$ cat src/hw/dpf_pkg.sv
// Package for the dual-port RAM FIFO block
package dpf_pkg;
	localparam int ADDR_W = 4;
	localparam int DEPTH = 16;
	localparam int FIFO_W = 32;
	localparam int FIFO_D = 32;
	localparam int FIFO_AW = 5;
	localparam logic [15:0] PRESET_ZERO = 16'h0000;
	localparam logic [31:0] OFS_CTRL = 32'h0000_0000;
	localparam logic [31:0] OFS_STATUS = 32'h0000_0004;
	localparam logic [31:0] OFS_PUSH = 32'h0000_0008;
	localparam logic [31:0] OFS_POP = 32'h0000_000c;
	localparam logic [31:0] OFS_CELL = 32'h0000_0010;
	localparam int CTRL_SRC = 0;
	localparam int ST_EMPTY = 0;
	localparam int ST_FULL = 1;
	localparam int ST_CNT = 8;
	localparam int ST_OUTV = 16;
	localparam logic [1:0] HTRANS_NONSEQ = 2'h2;
	typedef enum logic [1:0] {DPF_IDLE, DPF_RD, DPF_WR} dpf_phase_t;
endpackage

$ cat src/hw/dpf_stream_fifo.sv
// Parameterised valid/ready FIFO for the bus-side data path
`timescale 1ns/10ps
`default_nettype none
module dpf_stream_fifo #(
	parameter int WIDTH = 32,
	parameter int DEPTH = 32,
	parameter int AW    = 5
) (
	// Clock and reset
	input  wire logic             core_clk,
	input  wire logic             srst,
	// Fill side
	input  wire logic             inValid,
	output logic                  inReady,
	input  wire logic [WIDTH-1:0] inData,
	// Drain side
	output logic                  outValid,
	input  wire logic             outReady,
	output logic [WIDTH-1:0]      outData
);
	logic [WIDTH-1:0] mem [DEPTH];
	logic [AW-1:0]    wrPtr_q, wrPtr_d, rdPtr_q, rdPtr_d;
	logic [AW:0]      count_q, count_d;
	logic             doPush, doPop;

	assign inReady  = (count_q != (AW+1)'(DEPTH));
	assign outValid = (count_q != '0);
	assign outData  = mem[rdPtr_q];
	assign doPush   = inValid && inReady;
	assign doPop    = outValid && outReady;

	always_comb
	begin
		wrPtr_d = wrPtr_q + AW'(doPush);
		rdPtr_d = rdPtr_q + AW'(doPop);
		count_d = count_q + (AW+1)'(doPush) - (AW+1)'(doPop);
	end

	always_ff @(posedge core_clk)
	begin
		if (srst)
		begin
			wrPtr_q <= '0;
			rdPtr_q <= '0;
			count_q <= '0;
		end
		else
		begin
			wrPtr_q <= wrPtr_d;
			rdPtr_q <= rdPtr_d;
			count_q <= count_d;
		end
		if (doPush)
			mem[wrPtr_q] <= inData;
	end
endmodule // dpf_stream_fifo
`default_nettype wire

$ cat src/hw/dpf_top.sv
// Dual-port 16x1 RAM cell with a synchronous FIFO and AHB-Lite access
//
// Decided for this implementation: the register addresses and the AHB-Lite interface to the registers.
`timescale 1ns/10ps
`default_nettype none
module dpf_top
	import dpf_pkg::*;
#(
	parameter logic [15:0] PRESET = dpf_pkg::PRESET_ZERO
) (
	// Clock and reset
	input  wire logic                       core_clk,
	input  wire logic                       srst,
	// User FIFO side
	input  wire logic                       push_request,
	input  wire logic                       pop_request,
	input  wire logic                       fifo_write_gate,
	input  wire logic                       dataIn,
	output logic                            dataOut,
	output logic                            fifoEmpty,
	output logic                            fifoFull,
	// Raw cell ports
	input  wire logic                       write_enable_pin,
	input  wire logic [dpf_pkg::ADDR_W-1:0] primary_addr_inputs,
	input  wire logic [dpf_pkg::ADDR_W-1:0] second_read_addr,
	input  wire logic                       cellDataIn,
	output logic                            primary_read_out,
	output logic                            secondary_read_out,
	// Bus stream out
	output logic                            streamValid,
	input  wire logic                       streamReady,
	// AHB-Lite slave
	input  wire logic                       hsel,
	input  wire logic [31:0]                haddr,
	input  wire logic [1:0]                 htrans,
	input  wire logic                       hwrite,
	input  wire logic [2:0]                 hsize,
	input  wire logic [31:0]                hwdata,
	input  wire logic                       hready,
	output logic [31:0]                     hrdata,
	output logic                            hreadyout,
	output logic                            hresp
);
	import dpf_pkg::*;

	// Two cells: one raw, one for the FIFO; one array for each of the two halves
	// preset at start, untouched by srst
	logic [DEPTH-1:0]  rawPri  = PRESET;
	logic [DEPTH-1:0]  rawSec  = PRESET;
	logic [DEPTH-1:0]  fifoPri = PRESET;
	logic [DEPTH-1:0]  fifoSec = PRESET;
	logic [ADDR_W-1:0] wrPtr_q, wrPtr_d, rdPtr_q, rdPtr_d;
	logic [ADDR_W:0]   count_q, count_d;
	logic              doPush, doPop, busPush, busPop;
	logic              srcBus_q, srcBus_d;
	logic              cellWr, cellBit;
	dpf_phase_t        phase_q, phase_d;
	logic [31:0]       addr_q, addr_d;
	logic [31:0]       rdData;
	logic              fifoInValid, fifoInReady, fifoOutValid;
	logic [31:0]       fifoOutData;

	// one clock and enable for both halves
	always_ff @(posedge core_clk)
	begin
		// both halves take the same address
		if (write_enable_pin)
		begin
			rawPri[primary_addr_inputs] <= cellDataIn;
			rawSec[primary_addr_inputs] <= cellDataIn;
		end
		if (cellWr)
		begin
			fifoPri[wrPtr_q] <= cellBit;
			fifoSec[wrPtr_q] <= cellBit;
		end
	end

	assign primary_read_out = rawPri[primary_addr_inputs];
	assign secondary_read_out = rawSec[second_read_addr];

	// push refused when full, pop when empty
	// requests act in the arriving cycle
	assign doPush = ((push_request && fifo_write_gate && !srcBus_q)
		|| busPush) && !fifoFull;
	assign doPop = pop_request && !fifoEmpty;
	// no FIFO cell write while in reset; the raw cell still takes writes
	assign cellWr = doPush && !srst;
	assign cellBit = srcBus_q ? hwdata[0] : dataIn;
	assign fifoEmpty = (count_q == '0);
	assign fifoFull = (count_q == (ADDR_W+1)'(DEPTH));
	// read pointer straight to secondary port
	assign dataOut = fifoSec[rdPtr_q];

	always_comb
	begin
		wrPtr_d = wrPtr_q + ADDR_W'(doPush);
		rdPtr_d = rdPtr_q + ADDR_W'(doPop);
		count_d = count_q + (ADDR_W+1)'(doPush) - (ADDR_W+1)'(doPop);
	end

	always_ff @(posedge core_clk)
	begin
		if (srst)
		begin
			wrPtr_q <= '0;
			rdPtr_q <= '0;
			count_q <= '0;
		end
		else
		begin
			wrPtr_q <= wrPtr_d;
			rdPtr_q <= rdPtr_d;
			count_q <= count_d;
		end
	end

	// Popped bits stream into a word FIFO readable over the bus;
	// a full word FIFO does not hold the pop, so that popped bit is lost
	assign fifoInValid = doPop;
	dpf_stream_fifo #(
		.WIDTH (FIFO_W),
		.DEPTH (FIFO_D),
		.AW    (FIFO_AW)
	) u_stream (
		.core_clk (core_clk),
		.srst     (srst),
		.inValid  (fifoInValid),
		.inReady  (fifoInReady),
		.inData   ({31'h0000_0000, dataOut}),
		.outValid (fifoOutValid),
		.outReady (streamReady || busPop),
		.outData  (fifoOutData)
	);
	assign streamValid = fifoOutValid;

	// AHB-Lite slave, zero wait states
	always_comb
	begin
		phase_d = DPF_IDLE;
		addr_d = addr_q;
		if (hsel && hready && htrans == HTRANS_NONSEQ)
		begin
			phase_d = hwrite ? DPF_WR : DPF_RD;
			addr_d = haddr;
		end
	end

	always_ff @(posedge core_clk)
	begin
		if (srst)
		begin
			phase_q <= DPF_IDLE;
			addr_q <= '0;
		end
		else
		begin
			phase_q <= phase_d;
			addr_q <= addr_d;
		end
	end

	assign busPush = (phase_q == DPF_WR) && (addr_q == OFS_PUSH);
	assign busPop = (phase_q == DPF_RD) && (addr_q == OFS_POP)
		&& fifoOutValid;

	always_comb
	begin
		srcBus_d = srcBus_q;
		if (phase_q == DPF_WR && addr_q == OFS_CTRL)
			srcBus_d = hwdata[CTRL_SRC];
	end

	always_ff @(posedge core_clk)
	begin
		if (srst)
			srcBus_q <= 1'b0;
		else
			srcBus_q <= srcBus_d;
	end

	always_comb
	begin
		rdData = 32'h0000_0000;
		unique case (addr_q)
			OFS_CTRL:   rdData[CTRL_SRC] = srcBus_q;
			OFS_STATUS:
			begin
				rdData[ST_EMPTY] = fifoEmpty;
				rdData[ST_FULL] = fifoFull;
				rdData[ST_CNT +: ADDR_W+1] = count_q;
				rdData[ST_OUTV] = fifoOutValid;
			end
			OFS_POP:    rdData = fifoOutValid ? fifoOutData : 32'h0000_0000;
			OFS_CELL:   rdData[DEPTH-1:0] = fifoSec;
			default:    rdData = 32'h0000_0000;
		endcase
	end

	assign hrdata = (phase_q == DPF_RD) ? rdData : 32'h0000_0000;
	assign hreadyout = 1'b1;
	assign hresp = 1'b0;

	chk_full_holds: assert property (
		@(posedge core_clk) disable iff (srst)
		fifoFull && !doPop |=> wrPtr_q == $past(wrPtr_q))
		else $error("push accepted while full");
	chk_empty_pop: assert property (
		@(posedge core_clk) disable iff (srst)
		fifoEmpty |=> rdPtr_q == $past(rdPtr_q))
		else $error("pop accepted while empty");
	chk_reset_empty: assert property (
		@(posedge core_clk)
		srst |=> fifoEmpty && wrPtr_q == '0)
		else $error("reset did not empty fifo");
	chk_push_lat: assert property (
		@(posedge core_clk) disable iff (srst)
		doPush |=> count_q != $past(count_q) || $past(doPop))
		else $error("push not applied in its cycle");
	chk_write_seen: assert property (
		@(posedge core_clk)
		write_enable_pin ##1 $stable(primary_addr_inputs)
		|-> primary_read_out == $past(cellDataIn))
		else $error("written bit not stored");
	chk_halves_same: assert property (
		@(posedge core_clk)
		second_read_addr == primary_addr_inputs
		|-> secondary_read_out == primary_read_out)
		else $error("halves differ at same address");
	chk_no_we: assert property (
		@(posedge core_clk)
		!write_enable_pin ##1 $stable(primary_addr_inputs)
		|-> $stable(primary_read_out))
		else $error("cell changed without enable");
	chk_fifo_data: assert property (
		@(posedge core_clk) disable iff (srst)
		doPush && fifoEmpty && !srcBus_q |=> dataOut == $past(dataIn))
		else $error("fifo output wrong");
	chk_count_max: assert property (
		@(posedge core_clk) disable iff (srst)
		count_q <= (ADDR_W+1)'(DEPTH))
		else $error("count above depth");
	chk_push_step: assert property (
		@(posedge core_clk) disable iff (srst)
		doPush |=> wrPtr_q == $past(wrPtr_q) + ADDR_W'(1))
		else $error("write pointer did not advance");
	chk_pop_step: assert property (
		@(posedge core_clk) disable iff (srst)
		doPop |=> rdPtr_q == $past(rdPtr_q) + ADDR_W'(1))
		else $error("read pointer did not advance");
	chk_count_track: assert property (
		@(posedge core_clk) disable iff (srst)
		count_q[ADDR_W-1:0] == wrPtr_q - rdPtr_q)
		else $error("count and pointers disagree");
	chk_sec_write: assert property (
		@(posedge core_clk)
		write_enable_pin ##1 (second_read_addr == $past(primary_addr_inputs))
		|-> secondary_read_out == $past(cellDataIn))
		else $error("secondary half missed the write");
	chk_fifo_cell: assert property (
		@(posedge core_clk)
		cellWr |=> fifoSec[$past(wrPtr_q)] == $past(cellBit))
		else $error("fifo cell not written at pointer");
	chk_fifo_hold: assert property (
		@(posedge core_clk)
		!cellWr |=> fifoSec == $past(fifoSec))
		else $error("fifo cell changed without write");
	chk_reset_keeps: assert property (
		@(posedge core_clk)
		srst |=> fifoSec == $past(fifoSec))
		else $error("reset altered fifo cell");
	chk_raw_keeps: assert property (
		@(posedge core_clk)
		srst && !write_enable_pin |=> rawPri == $past(rawPri))
		else $error("reset altered raw cell");
	chk_pop_stream: assert property (
		@(posedge core_clk) disable iff (srst)
		doPop && fifoInReady |=> fifoOutValid)
		else $error("popped bit missing from stream");
	chk_gate_needed: assert property (
		@(posedge core_clk)
		push_request && !fifo_write_gate && !busPush |-> !cellWr)
		else $error("push written without gate");
endmodule // dpf_top
`default_nettype wire
$ cat config.mk
export PLATFORM = sky130hd
export DESIGN_NAME = dpf_top
export DESIGN_NICKNAME = d
export VERILOG_FILES = /design/src/hw/dpf_pkg.sv /design/src/hw/dpf_stream_fifo.sv /design/src/hw/dpf_top.sv
export SDC_FILE = /design/constraint.sdc
export NUM_CORES = 1
export LEC_CHECK = 0
export BUFFER_PORTS_ARGS = -buffer_cell sky130_fd_sc_hd__buf_2
export CAP_MARGIN = 20
export CELL_PAD_IN_SITES_DETAIL_PLACEMENT = 2
export CELL_PAD_IN_SITES_GLOBAL_PLACEMENT = 2
export CORE_UTILIZATION = 35
export DETAILED_ROUTE_END_ITERATION = 7
export GPL_TIMING_DRIVEN = 0
export PLACE_DENSITY = 0.84
export RECOVER_POWER = 100
export REMOVE_ABC_BUFFERS = 1
export SYNTH_ARGS = -nofsm -noshare
export SYNTH_HDL_FRONTEND = slang
export SYNTH_SLANG_ARGS = --single-unit
$ cat constraint.sdc
create_clock -name core_clk -period 3.45 [get_ports core_clk]
set_input_delay 0.345 -clock core_clk [delete_from_list [all_inputs] [get_ports core_clk]]
set_output_delay 0.345 -clock core_clk [all_outputs]
set_load 0.02 [all_outputs]
-- Yosys cells after proc, flatten, opt, wreduce, memory -nomap -nowiden
Memories as Yosys holds them, arrays and structs flattened. A register that Yosys moved wholly into a read port is not among the register bits.
Cells that the tools add are included.
- $lt $le $gt $ge: 6
- equality and inequality tests: 9
- reductions and logical operators: 25
- $add $sub $neg: 8
- multiplexer cells: 27
- bitwise gates (word level): 1
- operators with widths (operator ; number):
    $eq 32x4->1 const B ; 2
    $mux 32 ; 2
    $bwmux 16 ; 3
    $eq 32x3->1 const B ; 1
    $eq 32x5->1 const B ; 1
    $logic_not 32->1 ; 1
    $lt 4x5->1 const B ; 4
    $add 5x1->5 ; 3
    $logic_and 1x1->1 ; 15
    $mux 15 ; 1
    $pmux 5 s3 ; 1
    $bmux 1 s4 ; 3
    $pmux 6 s2 ; 1
    $add 4x1->4 ; 2
    $demux 1 s4 ; 2
    $ge 4x1->1 const B ; 2
    $mux 1 ; 8
    $add 6x1->6 ; 1
    $ne 6x6->1 const B ; 1
    $pmux 3 s2 ; 1
    $reduce_bool 6->1 ; 1
    $sub 6x1->6 ; 1
    $eq 5x5->1 const B ; 1
    $logic_not 5->1 ; 1
    12 further kinds ; 17
- word-level logic and storage cells: 89
- input port bits: 89
- memories: 1
- output and inout port bits: 40
- register bits: 112
- bits in writable memories: 32
- memories (name ; depth ; width ; rd ports ; clocked after memory_dff ; write ports ; RTL line ; text):
    u_stream.mem ; 32 ; 1 ; 1 ; 1 ; 1 ; dpf_stream_fifo.sv:21 ; logic [WIDTH-1:0] mem [DEPTH];

-- Longest topological paths before layout
Gate-level depths: netlist of run 1.
- depth in word-level cells: 7
- depth in mapped cells: 14
- depth with buffers taken out: 14

-- Hierarchy
From an unflattened synthesis of run 1, not the netlist that was laid out.
- cells, all modules: 2216
- area, all modules: 43767.0 um^2
- modules (own cells, without submodules) (module ; sequential area each (um^2) ; area each (um^2) ; cells each ; times used):
    dpf_stream_fifo ; 31069.8 ; 39648.0 ; 1806 ; 1
    dpf_top ; 1921.8 ; 4119.0 ; 410 ; 1

-- Least setup slack after synthesis of run 1
Ideal clock, no wire load.
- kind: register to register
- start point: register count_q[3]
- end point: register count_q[4]
- arrival time: 2.596 ns
- period minus slack after synthesis: 2.667 ns
- buffers on the path: 0
- data required time: 3.380 ns
- setup time: 0.070 ns
- stages on the path, launching flop included: 15
- slack: 0.783 ns
- cell sequence: dfxtp_1 > inv_1 > ha_1 > nor4b_2 > nor2b_2 > ha_1 > inv_1 > ha_1 > inv_1 > fa_1 > inv_1 > a21oi_1 > nor2_1 > or3_1 > a21oi_1
- elaborated cells on any way between the ends: 8
- classes of those cells: 2 x add/sub; 1 x eq/ne; 5 x reduce/logical
- RTL lines (item ; RTL line ; text):
    from (decl) ; dpf_top.sv:53 ; logic [ADDR_W:0] count_q, count_d;
    from (signal assigned) ; dpf_top.sv:114 ; count_q <= count_d;
    $logic_not 5->1 ; dpf_top.sv:90 ; assign fifoEmpty = (count_q == '0);
    net fifoEmpty ; dpf_top.sv:20 ; output logic fifoEmpty,
    $logic_not 1->1 ; dpf_top.sv:86 ; assign doPop = pop_request && !fifoEmpty;
    $logic_and 1x1->1 ; dpf_top.sv:86 ;
    $sub 5x1->5 ; dpf_top.sv:99 ; count_d = count_q + (ADDR_W+1)'(doPush) - (ADDR_W+1)'(doPop);
The timed path passes the listed nets, and every way through them passes these cells.
A chain may end at the register's enable or synchronous reset.

-- Final worst setup path of run 1
- start point: register count_q[3]
- end point: register count_q[4]
- longest elaborated chain between the ends: 5
- elaborated cells on any way between the ends: 8
- classes of those cells: 2 x add/sub; 1 x eq/ne; 5 x reduce/logical
- RTL lines (item ; RTL line ; text):
    $eq 5x5->1 ; dpf_top.sv:91 ; assign fifoFull = (count_q == (ADDR_W+1)'(DEPTH));
    $logic_not 1->1 ; dpf_top.sv:85 ; || busPush) && !fifoFull;
    $logic_and 1x1->1 ; dpf_top.sv:85 ;
    $add 5x1->5 ; dpf_top.sv:99 ;
    $sub 5x1->5 * ; dpf_top.sv:99 ;
Every way passes the cells marked *; elsewhere a longest branch is shown, timed or not.

==> metrics, run 1 <==
status complete, no violations; number of placed instances, taps included 847; FMAX ~300 MHz; total power 5.09 mW; Comb pwr share 22.0%; Worst Reg-to-Reg Cells 14; Core Footprint 17200 um^2; clock sink count 128; slowest cell on the critical path nor4b_1; Worst Setup Start Kind register; Worst Min Path Start hwrite; Rows 48; Worst EP arrival 3.61 ns; power density cells 696 nW/um^2; first-pass GRT wire length 26.9 mm; Hold Buf Count CTS 0; CTS buffer count 17; Final Non-Filler Cells a little under 900; GPL Wtd Cong 0.778; hold crit path type input port to register; switching power total 1.47 mW; asr flop ratio synth 0%; root buffer cell clkbuf_16; CP max FO 3; H-tree depth 4; Placed Area 6650 um^2; most common cell after layout, fill and taps aside nor2_1; via/cell ratio around 5.1; total grt overflow 0; Cells after Synth approximately 570; count of final hold-check violations 0; DIE AREA 18100 um^2; # Post-CTS Setup Buffers 0; Sequential Power Share 37.2%; DR WL/cell 19.2 um; CP Cell Sequence inv_1 -> ha_1 -> nor4b_1 -> nor2b_2 -> ha_1 -> inv_1 -> ha_1 -> inv_1 -> fa_1 -> inv_1 -> a21oi_1 -> nor2_1 -> or3_1 -> a21oi_1; Layout fillers 1814; Place WS 0.0122 ns; max-slew violations 0; Die H 134 um; initial antenna violation count 1; dpl hpwl 12.0 mm; port bufs 77; Worst R2R Start count_q[3]$_SDFF_PP0_; sw frac between 20% and 30%; die span in x 134 um; DR iter-0 viols 183; Setup TNS Final 0 ns; final worst slack 0.179 ns; Pre-antenna DRT Iters 4; Max Buffers Root-to-Sink 2; worst flop-to-flop path endpoint count_q[4]$_SDFF_PP0_; Post-synth EDFFs 64; max-cap violations 0; Core Util, Final 42.6%; Synth Cell Area 6130 um^2; most used cell along the critical path inv_1; WP data required 3.79 ns; RSZ-0062 raised after global routing false; Syn. warnings 0; Clk network pwr share between 40 and 50%; final wirelength 17.0 mm; Top Ports around 130; vias in the first global route 5017; worst vdd ir 0.395 mV; CTS tree done; Vias 4496; post-route cell area 7310 um^2; synth unique cells 49; sequential share of the synthesized area a little over half; Slew headroom 42.4%; Clk pin slew, worst setup/hold paths 0.06 ns; hold_ws 0.0961 ns; DRC Markers 0; initial core utilization between 30 and 40%; Setup Viol. Count Final 0; Lkg Pwr 2.63 nW; Sequential Area roughly 3200 um^2; most frequent cells in the layout 88 x nor2_1, 72 x nand2_1, 64 x dfxtp_1, 64 x edfxtp_1, 56 x buf_2; CP max stage delay 0.70 ns; post-route clock period utilization 94.8%; Min-Delay Endpoint phase_q[0]$_SDFF_PP0_; layout cells sized above 1 17.7%; clock skew 0.00633 ns; actual slew at the worst max-slew pin 0.852 ns; Pint 3.62 mW; post-route ant nets 0; Total GRT Usage 20.0%; nets 756; hold path cells 2; Avg Inst Size Synth around 11 um^2; Synth Flop Type edfxtp_1; r2r setup slk ~0.18 ns; Final Critical Period 3.27 ns; later-pin clock latency in the skew report ~0.42 ns; footprint of the multi-input gates 2680 um^2; largest net degree at the start of global routing 43; Synth Register Bits 128; nature of the critical path endpoint register; area delta synth->final 19.2%; critical path class register to register
==> routing by layer <==
| metal | up-vias | share of wire, % | track usage, % |
|---|---|---|---|
| met5 | - | 0 | 0 |
| met4 | 0 | 2.4 | 9.68 |
| met3 | 26 | 2.9 | 3.51 |
| met2 | 101 | 55 | 37.6 |
| met1 | 2246 | 40 | 21.4 |
| li1 | 2123 | - | - |
==> synth_stat cells, types with 2 or more instances <==
cell,n,share of area (%)
a21o_1,2,0.24
a21oi_1,41,3.3
a22oi_1,6,0.73
and2_1,10,1.0
and4_1,2,0.29
and4b_1,2,0.33
buf_1,3,0.18
buf_2,4,0.33
buf_4,18,2.2
clkbuf_1,18,1.1
conb_1,2,0.12
dfxtp_1,64,21
edfxtp_1,64,31
fa_1,2,0.65
ha_1,23,4.7
inv_1,17,1.0
mux2_2,2,0.37
mux2i_1,7,1.1
mux4_1,5,2.1
mux4_2,17,6.2
nand2_1,72,4.4
nand2b_1,4,0.41
nand3_1,12,0.98
nand3b_1,9,1.1
nand4_1,2,0.20
nand4b_1,4,0.57
nor2_1,88,5.4
nor2b_1,16,1.6
nor3_1,13,1.1
nor3b_1,2,0.24
nor4_1,7,0.71
or3_1,2,0.20
or3b_2,2,0.29
xnor2_1,7,1.0
xor2_1,9,1.3
==> state kept, by name, indices dropped and copies added, names as in the netlist <==
signal	count
fifoSec	16
wrPtr_q	4
u_stream.rdPtr_q	5
rdPtr_q	4
addr_q	32
phase_q	2
count_q	5
srcBus_q	1
u_stream.mem	32
rawPri	16
u_stream.wrPtr_q	5
u_stream.count_q	6
==> final cells by class <==
class | count | share of cell area (%)
inverter | 17 | 0.873
antenna | 1 | 0.0342
tap | 225 | 3.85
clock buffer | 19 | 6.19
multi-input combinational | 398 | 36.6
clock inverter | 13 | 3.18
timing repair buffer | 80 | 5.44
sequential | 128 | 43.8
==> worst max-delay path by stage <==
| stage | end | slack [ns] | from | cells past startpoint |
|---|---|---|---|---|
| 6_report | count_q[4]$_SDFF_PP0_ | 0.18 | count_q[3]$_SDFF_PP0_ | 14 |
| 5_1_grt | u_stream.count_q[5]$_SDFF_PP0_ | 0.006 | addr_q[2]$_SDFFE_PP0P_ | 12 |
| 4_1_cts | u_stream.count_q[5]$_SDFF_PP0_ | 0.17 | addr_q[23]$_SDFFE_PP0P_ | 13 |
| 3_5_place_dp | u_stream.count_q[5]$_SDFF_PP0_ | 0.01 | addr_q[2]$_SDFFE_PP0P_ | 12 |
| 3_3_place_gp | u_stream.count_q[5]$_SDFF_PP0_ | 0.16 | addr_q[2]$_SDFFE_PP0P_ | 12 |
| 2_1_floorplan | u_stream.count_q[5]$_SDFF_PP0_ | 0.75 | addr_q[2]$_SDFFE_PP0P_ | 12 |
==> power groups by stage <==
stage          logic (mW)  clock network [mW]  registers [mW]
3_5_place_dp         1.13                   0            1.92
3_3_place_gp         1.00                   0            1.91
6_report             1.12                2.08            1.89
4_1_cts              1.16                2.12            1.90
5_1_grt              1.24                2.17            1.91
2_1_floorplan       0.778                   0            1.87
==> worst max-delay path: cells and delay by family (launching register included) <==
kind                     cells  cell delay, ns
flip-flops                   1            0.33
AND/OR/NAND/NOR              4            1.32
adder cells (fa/ha/maj)      4            0.94
AO/OA/AOI/OAI                2            0.33
buffers and inverters        4            0.28
==> logic make-up (layout without fill, tap and decap cells) <==
group	after synthesis	in the layout	share of synthesized area, %
flip-flops	128	128	52.2
other	2	18	0.122
multiplexers	31	31	9.89
AO/OA/AOI/OAI	56	56	5.34
buffers and inverters	61	129	5.04
adder cells (fa/ha/maj)	25	25	5.34
AND/OR/NAND/NOR	253	253	19.8
XOR/XNOR	16	16	2.28
==> timing repair <==
action	in CTS	in global routing
gates resized for setup	1	3
endpoints found under the setup margin	1	1
endpoints found under the hold margin	0	0
(Power assumes the default switching activity.)
==> run 2, diff against run 1 <==
--- a/config.mk
+++ b/config.mk
@@ -5,11 +5,12 @@
 export SDC_FILE = /design/constraint.sdc
 export NUM_CORES = 1
 export LEC_CHECK = 0
+export ABC_AREA = 1
 export BUFFER_PORTS_ARGS = -buffer_cell sky130_fd_sc_hd__buf_2
 export CAP_MARGIN = 20
 export CELL_PAD_IN_SITES_DETAIL_PLACEMENT = 2
 export CELL_PAD_IN_SITES_GLOBAL_PLACEMENT = 2
-export CORE_UTILIZATION = 35
+export CORE_UTILIZATION = 32
 export DETAILED_ROUTE_END_ITERATION = 7
 export GPL_TIMING_DRIVEN = 0
 export PLACE_DENSITY = 0.84
==> run 2 against run 1 <==
  * Routed wire length grew 10%
  * Maximum frequency rose by 4.5%
  * Cell count grew 32%
  * Sequential cell count did not move
  * Synthesized cell count up 42%
  * Combinational power rose by 4%
  * Setup slack better by 0.14 ns
  * Non-clock buffer count is 3 lower
==> metrics, run 2 <==
Setup TNS Final 0 ns; most common cell after layout, fill and taps aside nor2_1; Die H approximately 150 um; post-route clock period utilization 90.8%; Post-Synth Simple-Gate Area 25.7%; Hold Buf Count CTS 0; largest family of logic cells by synthesized area simple AND/OR/NAND/NOR gates; clock sink count approximately 130; nets 997; Lkg Pwr 3.11 nW; mux contribution to synthesized area less than 1%; worst vdd ir 0.381 mV; nature of the critical path endpoint register; Synth Register Bits 128; sequential share of the synthesized area 48.7%; Setup Viol. Count Final 0; final wirelength 18.7 mm; total power 4.80 mW; die span in x 145 um; Cells after Synth 815; post-synth top area share 29.2%; initial core utilization 32.6%; power density cells 634 nW/um^2; GPL Wtd Cong 0.760; area delta synth->final 15.2%; Core Footprint 20200 um^2; RSZ-0062 raised after global routing false; root buffer cell clkbuf_16; synth unique cells 38; diode count 0; adder-cell area share of the yosys netlist 4.98%; asr flop ratio synth 0%; layout cells sized above 1 a little over a tenth; Top Ports about 130; max-slew violations 0; status complete, no violations; initial antenna violation count 0; Clk pin slew, worst setup/hold paths 0.05 ns; via/cell ratio 4.80; DIE AREA 21100 um^2; PostCTS Resize Cnt 0; post-synth top area cell edfxtp_1; WP data required 3.80 ns; Total GRT Usage between 10% and 20%; Sequential Area 3200 um^2; actual slew at the worst max-slew pin around 1.1 ns; largest net degree at the start of global routing a little over 50; Worst Setup Start Kind register; Rows 52; count leader, synth nor2_1; Post-synth top cells 197 x nor2_1, 113 x nand2_1, 95 x inv_1; Final Critical Period ~3.1 ns; Core Util, Final 37.6%; vias in the first global route just over 6000; final worst slack 0.319 ns; first-pass GRT wire length 30.8 mm; hold crit path type input port to register; clock skew 0.00801 ns; most frequent cells in the layout 201 x nor2_1, 117 x nand2_1, 94 x inv_1; Synth Flop Type edfxtp_1; Compound-Gate Fraction of Synth Area 9.95%; Vias 5602; CTS buffer count 17; Synth area leaders edfxtp_1 29%, dfxtp_1 19%, nor2_1 11%; Pre-antenna DRT Iters 4; later-pin clock latency in the skew report 0.42 ns; DR iter-0 viols 192; Synth Cell Area approximately 6600 um^2; DR WL/cell 16.1 um; DRC Markers 0; total grt overflow 0; Slew headroom about 29%; top flop regs addr_q: 32 flops, u_stream.mem: 32 flops; xor and xnor area share after synthesis 0.533%; post-route ant nets 0; H-tree depth 4; hold_ws 0.114 ns; CP max FO 2; footprint of the multi-input gates between 2000 and 3000 um^2; max-cap violations 0; Worst EP arrival 3.48 ns; port bufs 77; count of final hold-check violations 0; FMAX 319 MHz; Syn. warnings 0; CTS tree done; Layout fillers 2346; # Post-CTS Setup Buffers 0; Post-synth EDFFs 64; Avg Inst Size Synth ~8.1 um^2; dpl hpwl 13.3 mm; critical path class register to register; Max Buffers Root-to-Sink 2; Place WS 0.300 ns
[run 2: changes by cell type in the layout (fill, tap and decap cells not counted), sizes merged, moves of 17 or more]
| cell | before | now |
|---|---|---|
| nand3 | 13 | 50 |
| nor2 | 88 | 211 |
| nand2 | 72 | 118 |
| inv | 18 | 95 |
| mux4 | 22 | 0 |
| nor2b | 17 | 0 |
| o21ai | 1 | 62 |
[run 2: per-stage QoR]
step / instance area, um^2 / cells
2_1_floorplan: 6370 / 787
3_3_place_gp: 7090 / 1134
3_5_place_dp: 7090 / 1134
4_1_cts: 7650 / 1166
5_1_grt: 7580 / 1166
6_report: 7580 / 1166
[run 2: layer usage]
layer	track usage [%]	routed length [um]	up-vias	share of wire, %
met1	20.4	7840	2739	42
met3	4.01	623	31	3.3
met4	7.68	459	0	2.5
li1	-	-	2745	-
met5	0	0	-	0
met2	34.6	9800	87	52
[run 2: cell type report]
cell class | count | area share [%]
clock buffers | 19 | 5.71
clock inverters | 13 | 1.60
inverters | 97 | 4.82
multi-input cells | 562 | 36.4
flip-flops and latches | 128 | 42.3
well taps | 270 | 4.46
repair buffers | 77 | 4.72
[run 2: cells by family after synthesis]
kind of cell             after synthesis
AO/OA/AOI/OAI                        118
adder cells (fa/ha/maj)               25
flip-flops                           128
XOR/XNOR                               4
multiplexers                           3
other                                  2
AND/OR/NAND/NOR                      395
buffers and inverters                140
[run 2: worst paths after layout]
check	start	end	slack, ns	cells after the start
max	addr_q[20]$_SDFFE_PP0P_	u_stream.count_q[4]$_SDFF_PP0_	0.32	17
min	hwrite	phase_q[0]$_SDFF_PP0_	0.11	2
max reg2reg	addr_q[20]$_SDFFE_PP0P_	u_stream.count_q[4]$_SDFF_PP0_	0.32	17
min reg2reg	addr_q[5]$_SDFFE_PP0P_	addr_q[5]$_SDFFE_PP0P_	0.48	2
[run 2: worst max-delay path, cell delays in order, from the launching register on]
cell and delay, ns:
dfxtp_1 0.31, nor2_1 0.10, nand2_1 0.05, nor2_1 0.26, nand3_1 0.18, or2_2 0.32
o21ai_0 0.36, ha_1 0.19, inv_1 0.04, ha_1 0.22, fa_1 0.40, nand2_1 0.08
inv_1 0.05, nor2_1 0.08, nor2_1 0.05, nor2_1 0.12, o21ai_0 0.09, a21oi_1 0.15
[run 2: report_power, final]
group | switching [mW] | internal, mW | total (mW)
clock network | 0.667 | 1.05 | 1.71
registers | 0.134 | 1.78 | 1.91
logic | 0.805 | 0.369 | 1.17
==> run 3, diff against run 2 <==
--- a/config.mk
+++ b/config.mk
@@ -7,13 +7,12 @@
 export LEC_CHECK = 0
 export ABC_AREA = 1
 export BUFFER_PORTS_ARGS = -buffer_cell sky130_fd_sc_hd__buf_2
-export CAP_MARGIN = 20
 export CELL_PAD_IN_SITES_DETAIL_PLACEMENT = 2
 export CELL_PAD_IN_SITES_GLOBAL_PLACEMENT = 2
-export CORE_UTILIZATION = 32
+export CORE_UTILIZATION = 29
 export DETAILED_ROUTE_END_ITERATION = 7
 export GPL_TIMING_DRIVEN = 0
-export PLACE_DENSITY = 0.84
+export PLACE_DENSITY = 0.8
 export RECOVER_POWER = 100
 export REMOVE_ABC_BUFFERS = 1
 export SYNTH_ARGS = -nofsm -noshare
==> constraint.sdc (replaced) <==
create_clock -name core_clk -period 2.7 [get_ports core_clk]
set_input_delay 0.27 -clock core_clk [delete_from_list [all_inputs] [get_ports core_clk]]
set_output_delay 0.27 -clock core_clk [all_outputs]
set_load 0.02 [all_outputs]
==> run 3 against run 2 <==
  * The run now ends with design-rule violations, negative setup slack left
  * Non-clock buffer count grew 18
  * Via count up 1.6%
  * Combinational power increased by 68%
  * Global-route usage is 1.6 points lower
  * Core utilization down 1.0 points
  * Register-to-register slack got worse by 0.34 ns
  * Clock-buffer cell count rose by 6
  * Sequential cell count is the same
  * Cell area up 6.2%
  * Critical path depth stayed put
  * Critical endpoint unchanged
  * Highest routed layer is now met5
==> metrics, run 3 (synthesis gave the netlist of run 2 again) <==
status finished with violations; violated checks design-rule violations, negative setup slack; Vias 5690; most common cell after layout, fill and taps aside nor2_1; root buffer cell clkbuf_16; area delta synth->final 22.3%; DRC Markers 3; Core Util, Final a little over a third; Layout fillers 2532; footprint of the multi-input gates 3000 um^2; actual slew at the worst max-slew pin 1.03 ns; RSZ-0062 raised after global routing true; CTS tree done; most frequent cells in the layout 182 x nor2_1, 103 x nand2_1, 89 x inv_1; final wirelength 20.3 mm; Setup TNS Final -0.0226 ns; later-pin clock latency in the skew report approximately 0.42 ns; initial core utilization between 20% and 30%; power density cells just over 800 nW/um^2; CTS buffer count 17; Max Buffers Root-to-Sink 2; first-pass GRT wire length 31.3 mm; DR iter-0 viols 179; final worst slack -0.0226 ns; Place WS -0.563 ns; vias in the first global route around 6200; Sequential Area between 3000 and 4000 um^2; DR WL/cell 17.0 um; total grt overflow 0; dpl hpwl approximately 13 mm; Total GRT Usage 17.0%; Hold Buf Count CTS 0; Die H 153 um; hold crit path type input port to register; Slew headroom between 30% and 40%; initial antenna violation count 1; die span in x 153 um; Pre-antenna DRT Iters 8; worst vdd ir 0.482 mV; max-cap violations 0; clock sink count roughly 130; GPL Wtd Cong approximately 0.76; Rows 54; critical path class register to register; Final Critical Period 2.72 ns; DIE AREA 23300 um^2; Setup Viol. Count Final 1; count of final hold-check violations 0; post-route clock period utilization 101%; via/cell ratio approximately 4.8; WP data required 3.05 ns; post-route ant nets 0; nets around 1000; port bufs 77; FMAX 367 MHz; Worst EP arrival 3.08 ns; diode count 0; H-tree depth 4; Worst Setup Start Kind register; Core Footprint between 20000 and 25000 um^2; top flop regs addr_q: 32 flops, u_stream.mem: 32 flops; max-slew violations 0; clock skew 0.0115 ns; CP max FO 2; Lkg Pwr 3.36 nW; largest net degree at the start of global routing 51; Clk pin slew, worst setup/hold paths about 0.060 ns; Top Ports 129; layout cells sized above 1 a little over a fifth; nature of the critical path endpoint register
==> run 3: cell count changes in the layout (fill, tap and decap cells not counted), sizes merged <==
cell / before / now
buf: 54 / 93
clkbuf: 42 / 27
clkinv: 9 / 6
clkinvlp: 4 / 1
bufinv: 2 / 0
inv: 95 / 97
==> run 3: routing by layer <==
metal	vias to the layer above	part of all wire [%]	GRT usage (%)
li1	2785	-	-
met1	2794	42	19.1
met2	87	53	31.6
met3	22	2.9	4.07
met4	2	1.4	5.10
met5	-	0.084	0
==> run 3: power by group <==
part           switching (mW)  total, mW  internal (mW)
Clock                   0.878       2.26           1.39
Sequential              0.192       2.47           2.27
Combinational            1.23       1.96          0.724
Total                    2.30       6.69           4.39
==> run 3: worst max-delay path: stages (launching register included) <==
cell	delay (ns)
dfxtp_1	0.32
nor2_1	0.17
nand2_1	0.11
inv_1	0.13
nand3_1	0.13
or2_4	0.29
o21ai_4	0.19
ha_4	0.15
inv_2	0.04
ha_4	0.16
fa_2	0.36
nand2_1	0.07
inv_1	0.05
nor2_1	0.10
nor2_1	0.06
nor2_2	0.11
o21ai_1	0.08
a21oi_1	0.14
==> run 3: path summary, 6_finish.rpt <==
check | start | to | slack, ns | cells past startpoint
setup / recovery | addr_q[6]$_SDFFE_PP0P_ | u_stream.count_q[4]$_SDFF_PP0_ | -0.02 | 17
hold / removal | hwrite | phase_q[0]$_SDFF_PP0_ | 0.03 | 2
setup reg to reg | addr_q[6]$_SDFFE_PP0P_ | u_stream.count_q[4]$_SDFF_PP0_ | -0.02 | 17
hold reg to reg | addr_q[5]$_SDFFE_PP0P_ | addr_q[5]$_SDFFE_PP0P_ | 0.50 | 2
==> run 3: final cells by class <==
| class | count | area share, % |
|---|---|---|
| flip-flops and latches | 128 | 40.0 |
| multi-input cells | 562 | 37.3 |
| clock buffers | 25 | 6.71 |
| repair buffers | 95 | 6.53 |
| inverters | 97 | 4.60 |
| well taps | 280 | 4.36 |
| clock inverters | 7 | 0.529 |
==> run 3: stage by stage <==
stage               instance area [um^2]  total power, mW  cells  hold WS (ns)
global route                        8040             7.08   1194        0.0316
finish                              8040             6.69   1194        0.0297
detailed placement                  7110             4.01   1144         0.450
floorplan                           6370             3.47    787         0.337
CTS                                 7770             6.40   1178        0.0159
global placement                    7110             3.90   1144         0.446
==> run 3: what timing repair did <==
item,in CTS,in global routing
pin swaps,4,31
resized for setup,24,46
endpoints found under the setup margin,9,9
buffers inserted,2,16
